File: src/rtl/modulator_pkg.sv
// Package with register map, field positions and source codes of the modulator carrier block
package modulator_pkg;

  localparam int ADDR_W = 2;
  localparam int DATA_W = 8;
  localparam int SEL_W  = 4;

  // Register word offsets
  localparam logic [ADDR_W-1:0] OFS_CONTROL = 2'h0;
  localparam logic [ADDR_W-1:0] OFS_SOURCE  = 2'h1;
  localparam logic [ADDR_W-1:0] OFS_HIGH    = 2'h2;
  localparam logic [ADDR_W-1:0] OFS_LOW     = 2'h3;

  // Reset values
  localparam logic [DATA_W-1:0] RST_CONTROL = 8'h00;
  localparam logic [DATA_W-1:0] RST_SOURCE  = 8'h00;
  localparam logic [DATA_W-1:0] RST_CARRIER = 8'h00;

  // Writable bits of each register; all others read as zero, except control bit 3 (BIT_READBACK)
  localparam logic [DATA_W-1:0] WMASK_CONTROL = 8'hF1;
  localparam logic [DATA_W-1:0] WMASK_SOURCE  = 8'h8F;
  localparam logic [DATA_W-1:0] WMASK_CARRIER = 8'hEF;

  // Control register fields
  localparam int BIT_ENABLE     = 7;
  localparam int BIT_PIN_OE     = 6;
  localparam int BIT_SLEW       = 5;
  localparam int BIT_OUT_INVERT = 4;
  localparam int BIT_READBACK   = 3;
  localparam int BIT_SW_SOURCE  = 0;

  // Carrier and source register fields
  localparam int BIT_PIN_DISABLE = 7;
  localparam int BIT_INVERT      = 6;
  localparam int BIT_SYNC        = 5;
  localparam int SEL_MSB         = 3;

  // Carrier select codes
  localparam logic [SEL_W-1:0] CAR_GROUND = 4'h0;
  localparam logic [SEL_W-1:0] CAR_PIN_A  = 4'h1;
  localparam logic [SEL_W-1:0] CAR_PIN_B  = 4'h2;
  localparam logic [SEL_W-1:0] CAR_REFCLK = 4'h3;
  localparam logic [SEL_W-1:0] CAR_PWM1   = 4'h4;
  localparam logic [SEL_W-1:0] CAR_LAST   = 4'h7;
  localparam int               CAR_CODES  = 7;

  // Modulation source select codes
  localparam logic [SEL_W-1:0] SRC_SOFTWARE = 4'h0;
  localparam logic [SEL_W-1:0] SRC_PIN      = 4'h1;
  localparam logic [SEL_W-1:0] SRC_PWM1     = 4'h2;
  localparam logic [SEL_W-1:0] SRC_CMP1     = 4'h6;
  localparam logic [SEL_W-1:0] SRC_SPI1     = 4'h8;
  localparam logic [SEL_W-1:0] SRC_SPI2     = 4'h9;
  localparam logic [SEL_W-1:0] SRC_UART     = 4'hA;
  localparam int               SRC_CODES    = 10;

  // Positions in the synchronised input vector
  localparam int IN_PIN_A  = 0;
  localparam int IN_PIN_B  = 1;
  localparam int IN_REFCLK = 2;
  localparam int IN_PWM    = 3;
  localparam int IN_SRCPIN = 7;
  localparam int IN_CMP    = 8;
  localparam int IN_SPI1   = 10;
  localparam int IN_SPI2   = 11;
  localparam int IN_UART   = 12;
  localparam int IN_W      = 13;

  typedef enum logic {
    CARRIER_LOW  = 1'b0,
    CARRIER_HIGH = 1'b1
  } carrier_state_t;

endpackage : modulator_pkg

File: src/rtl/input_sync.sv
// Two-flop synchroniser for a vector of asynchronous inputs
`timescale 1ns/1ns
`default_nettype none
module input_sync #(
  parameter int WIDTH = 1
) (
  input  wire logic             clk,
  input  wire logic             rst,
  input  wire logic [WIDTH-1:0] async_in,
  output var  logic [WIDTH-1:0] sync_out
);

  logic [WIDTH-1:0] meta;

  // First stage feeds only the second stage
  always_ff @(posedge clk) begin
    if (rst) begin
      meta     <= '0;
      sync_out <= '0;
    end else begin
      meta     <= async_in;
      sync_out <= meta;
    end
  end

endmodule : input_sync
`default_nettype wire

File: src/rtl/modulator_carrier_select.sv
// Data signal modulator: carrier selection, sync switching, mixing and register port
//
// Overview of operation
// - High disable bit blocks selected source pin
// - High invert bit inverts selected high carrier
// - High sync waits high falling edge
// - High select code picks carrier source
// - Low disable bit blocks selected source pin
// - Low invert bit inverts selected low carrier
// - Low sync waits low falling edge
// - Low select uses same encoding
// - Unimplemented bits ignore writes, read zero
// - Enable bit gates all mixing
// - Output invert bit inverts final output
// - Source code zero uses software bit
`timescale 1ns/1ns
`default_nettype none
module modulator_carrier_select
  import modulator_pkg::*;
(
  input  wire logic                      clk,
  input  wire logic                      rst,
  input  wire logic [modulator_pkg::ADDR_W-1:0] addr,
  input  wire logic [modulator_pkg::DATA_W-1:0] wdata,
  input  wire logic                      wr,
  input  wire logic                      rd,
  output var  logic [modulator_pkg::DATA_W-1:0] rdata,
  input  wire logic                      carrier_input_pin_a,
  input  wire logic                      carrier_input_pin_b,
  input  wire logic                      reference_clock,
  input  wire logic [3:0]                pwm_unit,
  input  wire logic                      source_pin,
  input  wire logic [1:0]                comparator,
  input  wire logic                      spi1_data_out,
  input  wire logic                      spi2_data_out,
  input  wire logic                      uart_tx,
  output var  logic                      mod_out,
  output var  logic                      mod_out_oe,
  output var  logic                      output_slew_limit,
  output var  logic [modulator_pkg::CAR_CODES-1:0] carrier_pin_disable,
  output var  logic [modulator_pkg::SRC_CODES-1:0] source_pin_disable
);
  import modulator_pkg::*;

  // Register state
  logic [DATA_W-1:0] modulator_control;
  logic [DATA_W-1:0] modulation_source_control;
  logic [DATA_W-1:0] high_carrier_control;
  logic [DATA_W-1:0] low_carrier_control;
  logic [DATA_W-1:0] next_modulator_control;
  logic [DATA_W-1:0] next_modulation_source_control;
  logic [DATA_W-1:0] next_high_carrier_control;
  logic [DATA_W-1:0] next_low_carrier_control;
  logic [DATA_W-1:0] next_rdata;

  // Field views
  logic             modulator_enable;
  logic             modulator_pin_output_enable;
  logic             output_invert;
  logic             software_source_bit;
  logic [SEL_W-1:0] source_select;
  logic             high_carrier_pin_disable;
  logic             high_carrier_invert;
  logic             high_carrier_sync;
  logic [SEL_W-1:0] high_carrier_select;
  logic             low_carrier_pin_disable;
  logic             low_carrier_invert;
  logic             low_carrier_sync;
  logic [SEL_W-1:0] low_carrier_select;

  assign modulator_enable            = modulator_control[BIT_ENABLE];
  assign modulator_pin_output_enable = modulator_control[BIT_PIN_OE];
  assign output_invert               = modulator_control[BIT_OUT_INVERT];
  assign software_source_bit         = modulator_control[BIT_SW_SOURCE];
  assign source_select               = modulation_source_control[SEL_MSB:0];
  assign high_carrier_pin_disable    = high_carrier_control[BIT_PIN_DISABLE];
  assign high_carrier_invert         = high_carrier_control[BIT_INVERT];
  assign high_carrier_sync           = high_carrier_control[BIT_SYNC];
  assign high_carrier_select         = high_carrier_control[SEL_MSB:0];
  assign low_carrier_pin_disable     = low_carrier_control[BIT_PIN_DISABLE];
  assign low_carrier_invert          = low_carrier_control[BIT_INVERT];
  assign low_carrier_sync            = low_carrier_control[BIT_SYNC];
  assign low_carrier_select          = low_carrier_control[SEL_MSB:0];

  // Input synchronisation
  logic [IN_W-1:0] raw_in;
  logic [IN_W-1:0] sync_in;

  assign raw_in = {uart_tx, spi2_data_out, spi1_data_out, comparator, source_pin,
                   pwm_unit, reference_clock, carrier_input_pin_b, carrier_input_pin_a};

  input_sync #(
    .WIDTH   (IN_W)
  ) u_input_sync (
    .clk      (clk),
    .rst      (rst),
    .async_in (raw_in),
    .sync_out (sync_in)
  );

  // Register writes; masked bits never store, so they read back as zero, except control bit 3, which reads mod_out
  always_comb begin
    next_modulator_control         = modulator_control;
    next_modulation_source_control = modulation_source_control;
    next_high_carrier_control      = high_carrier_control;
    next_low_carrier_control       = low_carrier_control;
    if (wr) begin
      unique case (addr)
        OFS_CONTROL: next_modulator_control         = wdata & WMASK_CONTROL;
        OFS_SOURCE:  next_modulation_source_control = wdata & WMASK_SOURCE;
        OFS_HIGH:    next_high_carrier_control      = wdata & WMASK_CARRIER;
        OFS_LOW:     next_low_carrier_control       = wdata & WMASK_CARRIER;
      endcase
    end
  end

  // Read data valid only in the cycle after the strobe
  always_comb begin
    next_rdata = '0;
    if (rd) begin
      unique case (addr)
        OFS_CONTROL: begin
          next_rdata               = modulator_control;
          next_rdata[BIT_READBACK] = mod_out;
        end
        OFS_SOURCE:  next_rdata = modulation_source_control;
        OFS_HIGH:    next_rdata = high_carrier_control;
        OFS_LOW:     next_rdata = low_carrier_control;
      endcase
    end
  end

  always_ff @(posedge clk) begin
    if (rst) begin
      modulator_control         <= RST_CONTROL;
      modulation_source_control <= RST_SOURCE;
      high_carrier_control      <= RST_CARRIER;
      low_carrier_control       <= RST_CARRIER;
      rdata                     <= '0;
    end else begin
      modulator_control         <= next_modulator_control;
      modulation_source_control <= next_modulation_source_control;
      high_carrier_control      <= next_high_carrier_control;
      low_carrier_control       <= next_low_carrier_control;
      rdata                     <= next_rdata;
    end
  end

  // Carrier multiplexer, shared by both selectors
  function automatic logic pick_carrier(input logic [SEL_W-1:0] sel, input logic [IN_W-1:0] in);
    logic level;
    level = 1'b0;
    if (sel == CAR_PIN_A) begin
      level = in[IN_PIN_A];
    end else if (sel == CAR_PIN_B) begin
      level = in[IN_PIN_B];
    end else if (sel == CAR_REFCLK) begin
      level = in[IN_REFCLK];
    end else if (sel >= CAR_PWM1 && sel <= CAR_LAST) begin
      level = in[IN_PWM + 32'(sel[1:0])];
    end
    return level;
  endfunction : pick_carrier

  logic high_raw;
  logic low_raw;
  logic high_level;
  logic low_level;
  logic src_level;

  assign high_raw   = pick_carrier(high_carrier_select, sync_in);
  assign low_raw    = pick_carrier(low_carrier_select, sync_in);
  assign high_level = high_raw ^ high_carrier_invert;
  assign low_level  = low_raw ^ low_carrier_invert;

  // Modulation source multiplexer
  always_comb begin
    src_level = 1'b0;
    if (source_select == SRC_SOFTWARE) begin
      src_level = software_source_bit;
    end else if (source_select == SRC_PIN) begin
      src_level = sync_in[IN_SRCPIN];
    end else if (source_select >= SRC_PWM1 && source_select < SRC_CMP1) begin
      src_level = sync_in[IN_PWM + 32'(source_select - SRC_PWM1)];
    end else if (source_select >= SRC_CMP1 && source_select < SRC_SPI1) begin
      src_level = sync_in[IN_CMP + 32'(source_select[0])];
    end else if (source_select == SRC_SPI1) begin
      src_level = sync_in[IN_SPI1];
    end else if (source_select == SRC_SPI2) begin
      src_level = sync_in[IN_SPI2];
    end else if (source_select == SRC_UART) begin
      src_level = sync_in[IN_UART];
    end
  end

  // Falling edges are taken on the processed (post-invert) carriers
  logic high_prev;
  logic low_prev;
  logic high_fall;
  logic low_fall;

  assign high_fall = high_prev & ~high_level;
  assign low_fall  = low_prev & ~low_level;

  // Carrier switching and mixing
  carrier_state_t state;
  carrier_state_t next_state;
  logic           mix_level;
  logic           next_mod_out;
  logic           next_mod_out_oe;

  always_comb begin
    next_state = state;
    if (!modulator_enable) begin
      // Disabled: track the source so enabling starts on the right carrier
      next_state = src_level ? CARRIER_HIGH : CARRIER_LOW;
    end else begin
      unique case (state)
        CARRIER_HIGH: begin
          if (!src_level && (!high_carrier_sync || high_fall)) begin
            next_state = CARRIER_LOW;
          end
        end
        CARRIER_LOW: begin
          if (src_level && (!low_carrier_sync || low_fall)) begin
            next_state = CARRIER_HIGH;
          end
        end
      endcase
    end
    mix_level       = (next_state == CARRIER_HIGH) ? high_level : low_level;
    next_mod_out    = modulator_enable & (mix_level ^ output_invert);
    next_mod_out_oe = modulator_enable & modulator_pin_output_enable;
  end

  // Peripheral pin disables, one per select code that drives a pin
  logic [CAR_CODES-1:0] next_carrier_pin_disable;
  logic [SRC_CODES-1:0] next_source_pin_disable;

  for (genvar i = 0; i < CAR_CODES; i++) begin : g_car_dis
    localparam logic [SEL_W-1:0] CODE = SEL_W'(i + 1);
    assign next_carrier_pin_disable[i] =
      (high_carrier_pin_disable && high_carrier_select == CODE) ||
      (low_carrier_pin_disable && low_carrier_select == CODE);
  end

  for (genvar j = 0; j < SRC_CODES; j++) begin : g_src_dis
    localparam logic [SEL_W-1:0] CODE = SEL_W'(j + 1);
    assign next_source_pin_disable[j] =
      modulation_source_control[BIT_PIN_DISABLE] && source_select == CODE;
  end

  always_ff @(posedge clk) begin
    if (rst) begin
      state               <= CARRIER_LOW;
      high_prev           <= 1'b0;
      low_prev            <= 1'b0;
      mod_out             <= 1'b0;
      mod_out_oe          <= 1'b0;
      output_slew_limit   <= 1'b0;
      carrier_pin_disable <= '0;
      source_pin_disable  <= '0;
    end else begin
      state               <= next_state;
      high_prev           <= high_level;
      low_prev            <= low_level;
      mod_out             <= next_mod_out;
      mod_out_oe          <= next_mod_out_oe;
      output_slew_limit   <= modulator_control[BIT_SLEW];
      carrier_pin_disable <= next_carrier_pin_disable;
      source_pin_disable  <= next_source_pin_disable;
    end
  end
endmodule : modulator_carrier_select
`default_nettype wire

File: config.mk
export PLATFORM = sky130hd
export DESIGN_NAME = modulator_carrier_select
export DESIGN_NICKNAME = d
export VERILOG_FILES = /design/src/rtl/modulator_pkg.sv /design/src/rtl/input_sync.sv /design/src/rtl/modulator_carrier_select.sv
export SDC_FILE = /design/constraint.sdc
export NUM_CORES = 1
export LEC_CHECK = 0
export BUFFER_PORTS_ARGS = -buffer_cell sky130_fd_sc_hd__buf_2
export CORE_ASPECT_RATIO = 1.5
export CORE_UTILIZATION = 53
export CTS_BUF_LIST = sky130_fd_sc_hd__clkbuf_4 sky130_fd_sc_hd__clkbuf_8
export DETAILED_ROUTE_END_ITERATION = 16
export HOLD_SLACK_MARGIN = 0.12
export PLACE_DENSITY_LB_ADDON = 0.25
export SLEW_MARGIN = 10
export SYNTH_ARGS = -nofsm -noshare
export SYNTH_HDL_FRONTEND = slang
export SYNTH_SLANG_ARGS = --single-unit
File: constraint.sdc
create_clock -name clk -period 3 [get_ports clk]
set_clock_uncertainty 0.2 [all_clocks]
set_input_delay 0.15 -clock clk [delete_from_list [all_inputs] [get_ports clk]]
set_output_delay 0.15 -clock clk [all_outputs]
set_load 0.01 [all_outputs]
# [Word level (Yosys, flattened, before mapping)]
# Index checks and enable logic that the tools add are counted.
[totals] word_cells=149 output_inout_bits=28 regBits=81 input_bits=27
[op_classes] eq_ne=27 reduce_logical=49 bitwise_logic=11 n_mux=30 add_sub_neg=5 order_cmp=12
[ops] op="4-bit by 3-bit == test with 1-bit output, second input constant" n=12
[ops] op="32-bit by 5-bit less-than comparator with 1-bit output, second input constant" n=1
[ops] op="8-bit case mux with 4 select lines" n=1
[ops] op="1-bit logical AND" n=30
[ops] op="4-bit by 2-bit == test with 1-bit output, second input constant" n=6
[ops] op="1-bit 2-to-1 mux" n=24
[ops] op="1-bit binary-select mux with 4-bit select" n=4
[ops] op="4-bit by 1-bit == test with 1-bit output, second input constant" n=3
[ops] op="4-bit == test, second input constant" n=3
[ops] op="4-bit by 3-bit >= comparator with 1-bit output, second input constant" n=3
[ops] op="3-bit by 5-bit less-than comparator with 1-bit output, second input constant" n=2
[ops] op="1-bit logical OR" n=9
[ops] op="4-bit by 3-bit <= comparator with 1-bit output, second input constant" n=2
[ops] op="2-bit AND reduction" n=4
[ops] op="2-bit by 2-bit adder with 3-bit output, first input constant" n=2
[ops] op="3-bit by 5-bit adder with 6-bit output, first input constant" n=1
[ops] op="4-bit by 1-bit adder with 5-bit output, first input constant" n=1
[ops] op="5-bit less-than comparator, second input constant" n=1
[ops] op="4-bit by 2-bit subtractor with 5-bit output, second input constant" n=1
[ops] op="1-bit bitwise AND" n=4
[ops] op="2-bit == test, second input constant" n=2
[ops] op="4-bit by 2-bit >= comparator with 1-bit output, second input constant" n=1
[ops] op="4-bit zero test" n=1
[ops] op="4-bit by 3-bit less-than comparator with 1-bit output, second input constant" n=1
[ops] op="other kinds (8)" n=15

# [Longest topological paths before layout]
[depth] ltp_word=18 depth_mapped=10 ltp_nobuf=9

# [Hierarchy]
# From an unflattened synthesis, not the netlist that was laid out.
[unflattened] hier_cells=345 area_unflattened_um2=3495.9
[by_module_without_submodules] module="modulator_carrier_select" seq_area_each_um2=1101.1 n_inst=1 area_per_inst_um2=2795.2 cells_per_inst=291
[by_module_without_submodules] module="input_sync" seq_area_each_um2=520.5 n_inst=1 area_per_inst_um2=700.7 cells_per_inst=54

# [Worst setup path before layout]
# No wires, ideal clock.
[synth_timing] kind="register to register" startpoint="register modulation_source_control[0]" endpoint="register mod_out" path_buffers=1 stages_incl_launch_ff=11 synth_period_minus_slack_ns=2.826 path_slack_ns=0.174 t_required_ns=2.728 setup_ns=0.072 arrival_ns=2.555 path_cell_list="dfxtp_1 > buf_6 > inv_1 > ha_1 > mux4_1 > mux2i_1 > nor2_1 > o31a_1 > o31a_1 > o32ai_1 > mux2i_1"
[synth_via] elab_chain_cells=16 elab_cells_between_ends=36 classes_between="3 x add/sub; 4 x order compare; 4 x eq/ne; 17 x mux; 2 x bitwise; 6 x reduce/logical"
[synth_lines] element="start: declaration" line_no="modulator_carrier_select.sv:47" source="logic [DATA_W-1:0] modulation_source_control;"
[synth_lines] element="start signal: assignment" line_no="modulator_carrier_select.sv:142" source="modulation_source_control <= next_modulation_source_control;"
[synth_lines] element="parallel branches: the longest is 7 deep, another holds 3-bit by 5-bit adder with 6-bit output"
[synth_lines] element="1-bit 2-to-1 mux (*)" line_no="modulator_carrier_select.sv:179" source="if (source_select == SRC_SOFTWARE) begin"
[synth_lines] element="1-bit zero test" line_no="modulator_carrier_select.sv:220" source="if (!src_level && (!high_carrier_sync || high_fall)) begin"
[synth_lines] element="1-bit logical AND" line_no="modulator_carrier_select.sv:220"
[synth_lines] element="1-bit 2-to-1 mux" line_no="modulator_carrier_select.sv:220"
[synth_lines] element="1-bit case mux with 2 select lines" line_no="modulator_carrier_select.sv:218" source="unique case (state)"
[synth_lines] element="1-bit 2-to-1 mux (*)" line_no="modulator_carrier_select.sv:214" source="if (!modulator_enable) begin"
[synth_lines] element="1-bit 2-to-1 mux (*)" line_no="modulator_carrier_select.sv:231" source="mix_level = (next_state == CARRIER_HIGH) ? high_level : low_level;"
[synth_lines] element="1-bit XOR (*)" line_no="modulator_carrier_select.sv:232" source="next_mod_out = modulator_enable & (mix_level ^ output_invert);"
[synth_lines] element="1-bit bitwise AND (*)" line_no="modulator_carrier_select.sv:232"
[synth_lines] element="end signal: assignment" line_no="modulator_carrier_select.sv:267" source="mod_out <= next_mod_out;"
[synth_lines] element="end: declaration" line_no="modulator_carrier_select.sv:37" source="output var logic mod_out,"
# Every way passes the cells marked *. The select of a mux whose other input is x is not followed.
# A chain may end at the register's enable or synchronous reset.

# [Final worst setup path]
[layout_timing] startpoint="register high_carrier_control[1]" endpoint="register mod_out"
[layout_via] elab_chain_cells=18 elab_cells_between_ends=24 classes_between="1 x add/sub; 2 x order compare; 3 x eq/ne; 10 x mux; 5 x bitwise; 3 x reduce/logical"
[layout_lines] element="start: declaration" line_no="modulator_carrier_select.sv:48" source="logic [DATA_W-1:0] high_carrier_control;"
[layout_lines] element="start signal: assignment" line_no="modulator_carrier_select.sv:143" source="high_carrier_control <= next_high_carrier_control;"
[layout_lines] element="2-bit by 2-bit adder with 3-bit output" line_no="modulator_carrier_select.sv:160" source="level = in[IN_PWM + 32'(sel[1:0])];"
[layout_lines] element="1-bit binary-select mux with 4-bit select" line_no="modulator_carrier_select.sv:160"
[layout_lines] element="1-bit 2-to-1 mux (not written as such)" line_no="modulator_carrier_select.sv:160"
[layout_lines] element="1-bit 2-to-1 mux" line_no="modulator_carrier_select.sv:159" source="end else if (sel >= CAR_PWM1 && sel <= CAR_LAST) begin"
[layout_lines] element="1-bit 2-to-1 mux" line_no="modulator_carrier_select.sv:157" source="end else if (sel == CAR_REFCLK) begin"
[layout_lines] element="1-bit 2-to-1 mux" line_no="modulator_carrier_select.sv:155" source="end else if (sel == CAR_PIN_B) begin"
[layout_lines] element="1-bit 2-to-1 mux (*)" line_no="modulator_carrier_select.sv:153" source="if (sel == CAR_PIN_A) begin"
[layout_lines] element="1-bit XOR (*)" line_no="modulator_carrier_select.sv:173" source="assign high_level = high_raw ^ high_carrier_invert;"
[layout_lines] element="[... 2 more ...]"
[layout_lines] element="1-bit logical OR" line_no="modulator_carrier_select.sv:220"
[layout_lines] element="1-bit logical AND" line_no="modulator_carrier_select.sv:220"
[layout_lines] element="1-bit 2-to-1 mux" line_no="modulator_carrier_select.sv:220"
[layout_lines] element="1-bit case mux with 2 select lines" line_no="modulator_carrier_select.sv:218"
[layout_lines] element="1-bit 2-to-1 mux" line_no="modulator_carrier_select.sv:214"
[layout_lines] element="1-bit 2-to-1 mux (*)" line_no="modulator_carrier_select.sv:231"
[layout_lines] element="1-bit XOR (*)" line_no="modulator_carrier_select.sv:232"
[layout_lines] element="1-bit bitwise AND (*)" line_no="modulator_carrier_select.sv:232"
# Every way passes the cells marked *; elsewhere a longest branch is shown, timed or not. The select of a mux whose other input is x is not followed.

==> results.tsv <==
metric	value	unit
Seq/Total Area, Yosys	0.458	
Routed Wire Length	8.21	mm
starting density of the core	0.546	
Fmax achieved	350	MHz
gr usage total	0.262	
I/O pin cnt	55	
Netlist cell types	38	
P_leak	1.92	nW
H-tree depth	3	
TritonCTS clock tree	built	
Synth Area in XOR/XNOR	0.0124	
Crit Path Class	flip-flop to flip-flop	
final core area utilization	0.670	
synthesized cell area	3540	um2
Synth Area in Simple Gates	0.219	
setup violators final	0	
Root Driver	clkbuf_8	
vias in the first global route	2695	
grt ovf	0	
Area growth syn-to-layout	22.7	%
status	finished clean	
num rows	36	
DRT Pass-1 Iters	5	
ratio of cells with drive above 1 in the final layout	0.210	
Post-DP HPWL	5.70	mm
die footprint	7020	um2
Ys Warns	0	
IR drop worst, VDD	0.375	mV
worst-case clock buffer depth	2	
Worst-Margin Slew	518	ps
Net Count, Synth	397	
Clk Latency, worst-skew pair	370	ps
cts bufs inserted	9	
Setup TNS	0	ps
total core area	6490	um2
Post-Syn Instances	352	
Final Max Tran Viols	0	
Max Cap Violations	0	
first-pass GRT wire length	13.0	mm
Worst slew margin	0.653	
Adder-Cell Fraction of Synth Area	0.0636	
synthesized flop and latch total	81	
Synth Area in Compound Gates	0.0721	
Max FO, Critical Path	4	
final hold viol count	0	
clock sinks	81	
Avg Cell Area, Syn	10.1	um2
largest family of logic cells by synthesized area	simple AND/OR/NAND/NOR gates	
commonest cells after routing, fill and taps aside	dfxtp_1 (80), buf_2 (54), nor2_1 (47)	
critical path launch point type	flip-flop	
CP endpoint kind	flip-flop	
pwr/cell area	479	nW/um2
leading cell type in the layout, fill and taps excluded	dfxtp_1	
CTS clk-pin slew, worst paths	80	ps
Die Y	102	um
initial DRC count	173	
largest net degree at the start of global routing	44	
setup repair after global routing missed its margin	false	
CP required	3100	ps
DR WL/cell	16.0	um
vias	2771	
register-to-register setup slack	150	ps
PortBufs	54	
minimum clock period	2850	ps
Avg Vias per Cell	5.39	
Final GP Congestion	0.858	
Fill cells	530	
# Post-CTS Setup Buffers	0	
part of the cycle the worst path needs	0.951	
DRC viols	0	
number of diodes	0	
worst min path class	input port to flip-flop	
initial antenna violation count	0	
Final ANT Viol Nets	0	
nets@finish	478	
DIE WIDTH	68.7	um
post-synthesis mux area share	0.146	
critical path data arrival time	2960	ps
-- Yosys cell counts --
library cell,count,area [um2]
dfxtp_1,81,1620
nor2_1,47,176
nor2b_1,35,219
mux2i_1,24,240
ha_1,18,225
nand2_1,16,60.1
clkbuf_1,15,56.3
a21oi_1,12,60.1
a22oi_1,12,90.1
inv_1,9,33.8
mux4_2,8,180
and2_1,7,43.8
nand2b_1,7,43.8
nand3_1,7,35.0
and3_1,6,37.5
nand3b_1,6,45.0
nor3_1,6,30.0
mux2_2,4,45.0
xnor2_1,4,35.0
and3b_1,3,26.3
nor3b_1,3,22.5
o31a_1,3,26.3
mux4_1,2,52.6
nor4_1,2,12.5
nor4b_1,2,17.5
a2111o_1,1,11.3
a211oi_1,1,7.51
a21o_1,1,7.51
a221oi_1,1,8.76
a22o_1,1,8.76
buf_6,1,11.3
o211ai_1,1,7.51
o21a_1,1,7.51
o21ai_0,1,5.00
o22ai_1,1,6.26
o32ai_1,1,8.76
or2_2,1,6.26
xor2_1,1,8.76
-- worst max-delay path: stages, from the launching register on --
cell and delay (ps):
dfxtp_1 380, inv_1 110, ha_4 290, mux4_2 480, mux2_2 310, mux2i_1 140
a211oi_2 230, nor3_1 90, o32ai_1 340, mux2i_1 210
-- per-layer routing --
| layer | global-route usage | routed length, um |
|---|---|---|
| met3 | 0.0770 | 391 |
| met5 | 0 | 0 |
| met4 | 0.121 | 254 |
| met1 | 0.302 | 3410 |
| met2 | 0.438 | 4160 |
-- worst paths after layout --
kind                                        start  depth (start not counted)                             endpoint
max          high_carrier_control[1]$_SDFFE_PP0P_                          9                   mod_out$_SDFF_PP0_
min reg2reg       u_input_sync.meta[5]$_SDFF_PP0_                          1  u_input_sync.sync_out[5]$_SDFF_PP0_
max reg2reg  high_carrier_control[1]$_SDFFE_PP0P_                          9                   mod_out$_SDFF_PP0_
min                                       addr[0]                          4                  rdata[4]$_SDFF_PP0_
-- registers in the layout, summed over array words and instances, names as in the netlist, 7 cells and up --
name and flops:
rdata 8, source_pin_disable 10, u_input_sync.meta 13, low_carrier_control 7, high_carrier_control 7, carrier_pin_disable 7, u_input_sync.sync_out 13
-- logic make-up (layout without fill, tap and decap cells) --
kind of cell               after synthesis  count (layout)
buffers and inverters                   25             111
AOI/OAI and AO/OA                       37              37
muxes                                   38              38
adders and majority gates               18              18
xor gates and xnor gates                 5               5
and+or+nand+nor                        148             148
DFF                                     81              81
-- power breakdown --
part	total [mW]	switching [mW]	internal [mW]
Combinational	0.218	0.105	0.113
Clock	0.734	0.393	0.341
Sequential	1.13	0.0241	1.11
Total	2.08	0.522	1.56
-- metrics by stage --
step | power, mW | std cells | hold WS [ps] | worst slack (ps) | area (um2)
after floorplan | 1.28 | 352 | 78.2 | 174 | 3540
after global placement | 1.34 | 472 | 158 | 57.9 | 3880
after detailed placement | 1.34 | 472 | 163 | -47.3 | 3880
after CTS | 2.09 | 514 | 150 | 38.2 | 4330
after global routing | 2.16 | 514 | 216 | 50.4 | 4340
final | 2.08 | 514 | 171 | 146 | 4340
-- area by class of cell --
class,instances,area [um2],area share
Sequential cell,81,1620,0.374
Tap cell,76,95.1,0.0219
Clock inverter,5,30.0,0.00691
Multi-Input combinational cell,246,1840,0.423
Inverter,9,33.8,0.00778
Timing Repair Buffer,86,576,0.132
Clock buffer,11,151,0.0349
-- timing repair --
item	in CTS	in global routing
pin swaps	1	2
endpoints found under the hold margin	53	0
resized for setup	1	2
hold buffers	26	0
endpoints found under the setup margin	1	1
No activity file was read; power rests on OpenSTA's default activity.
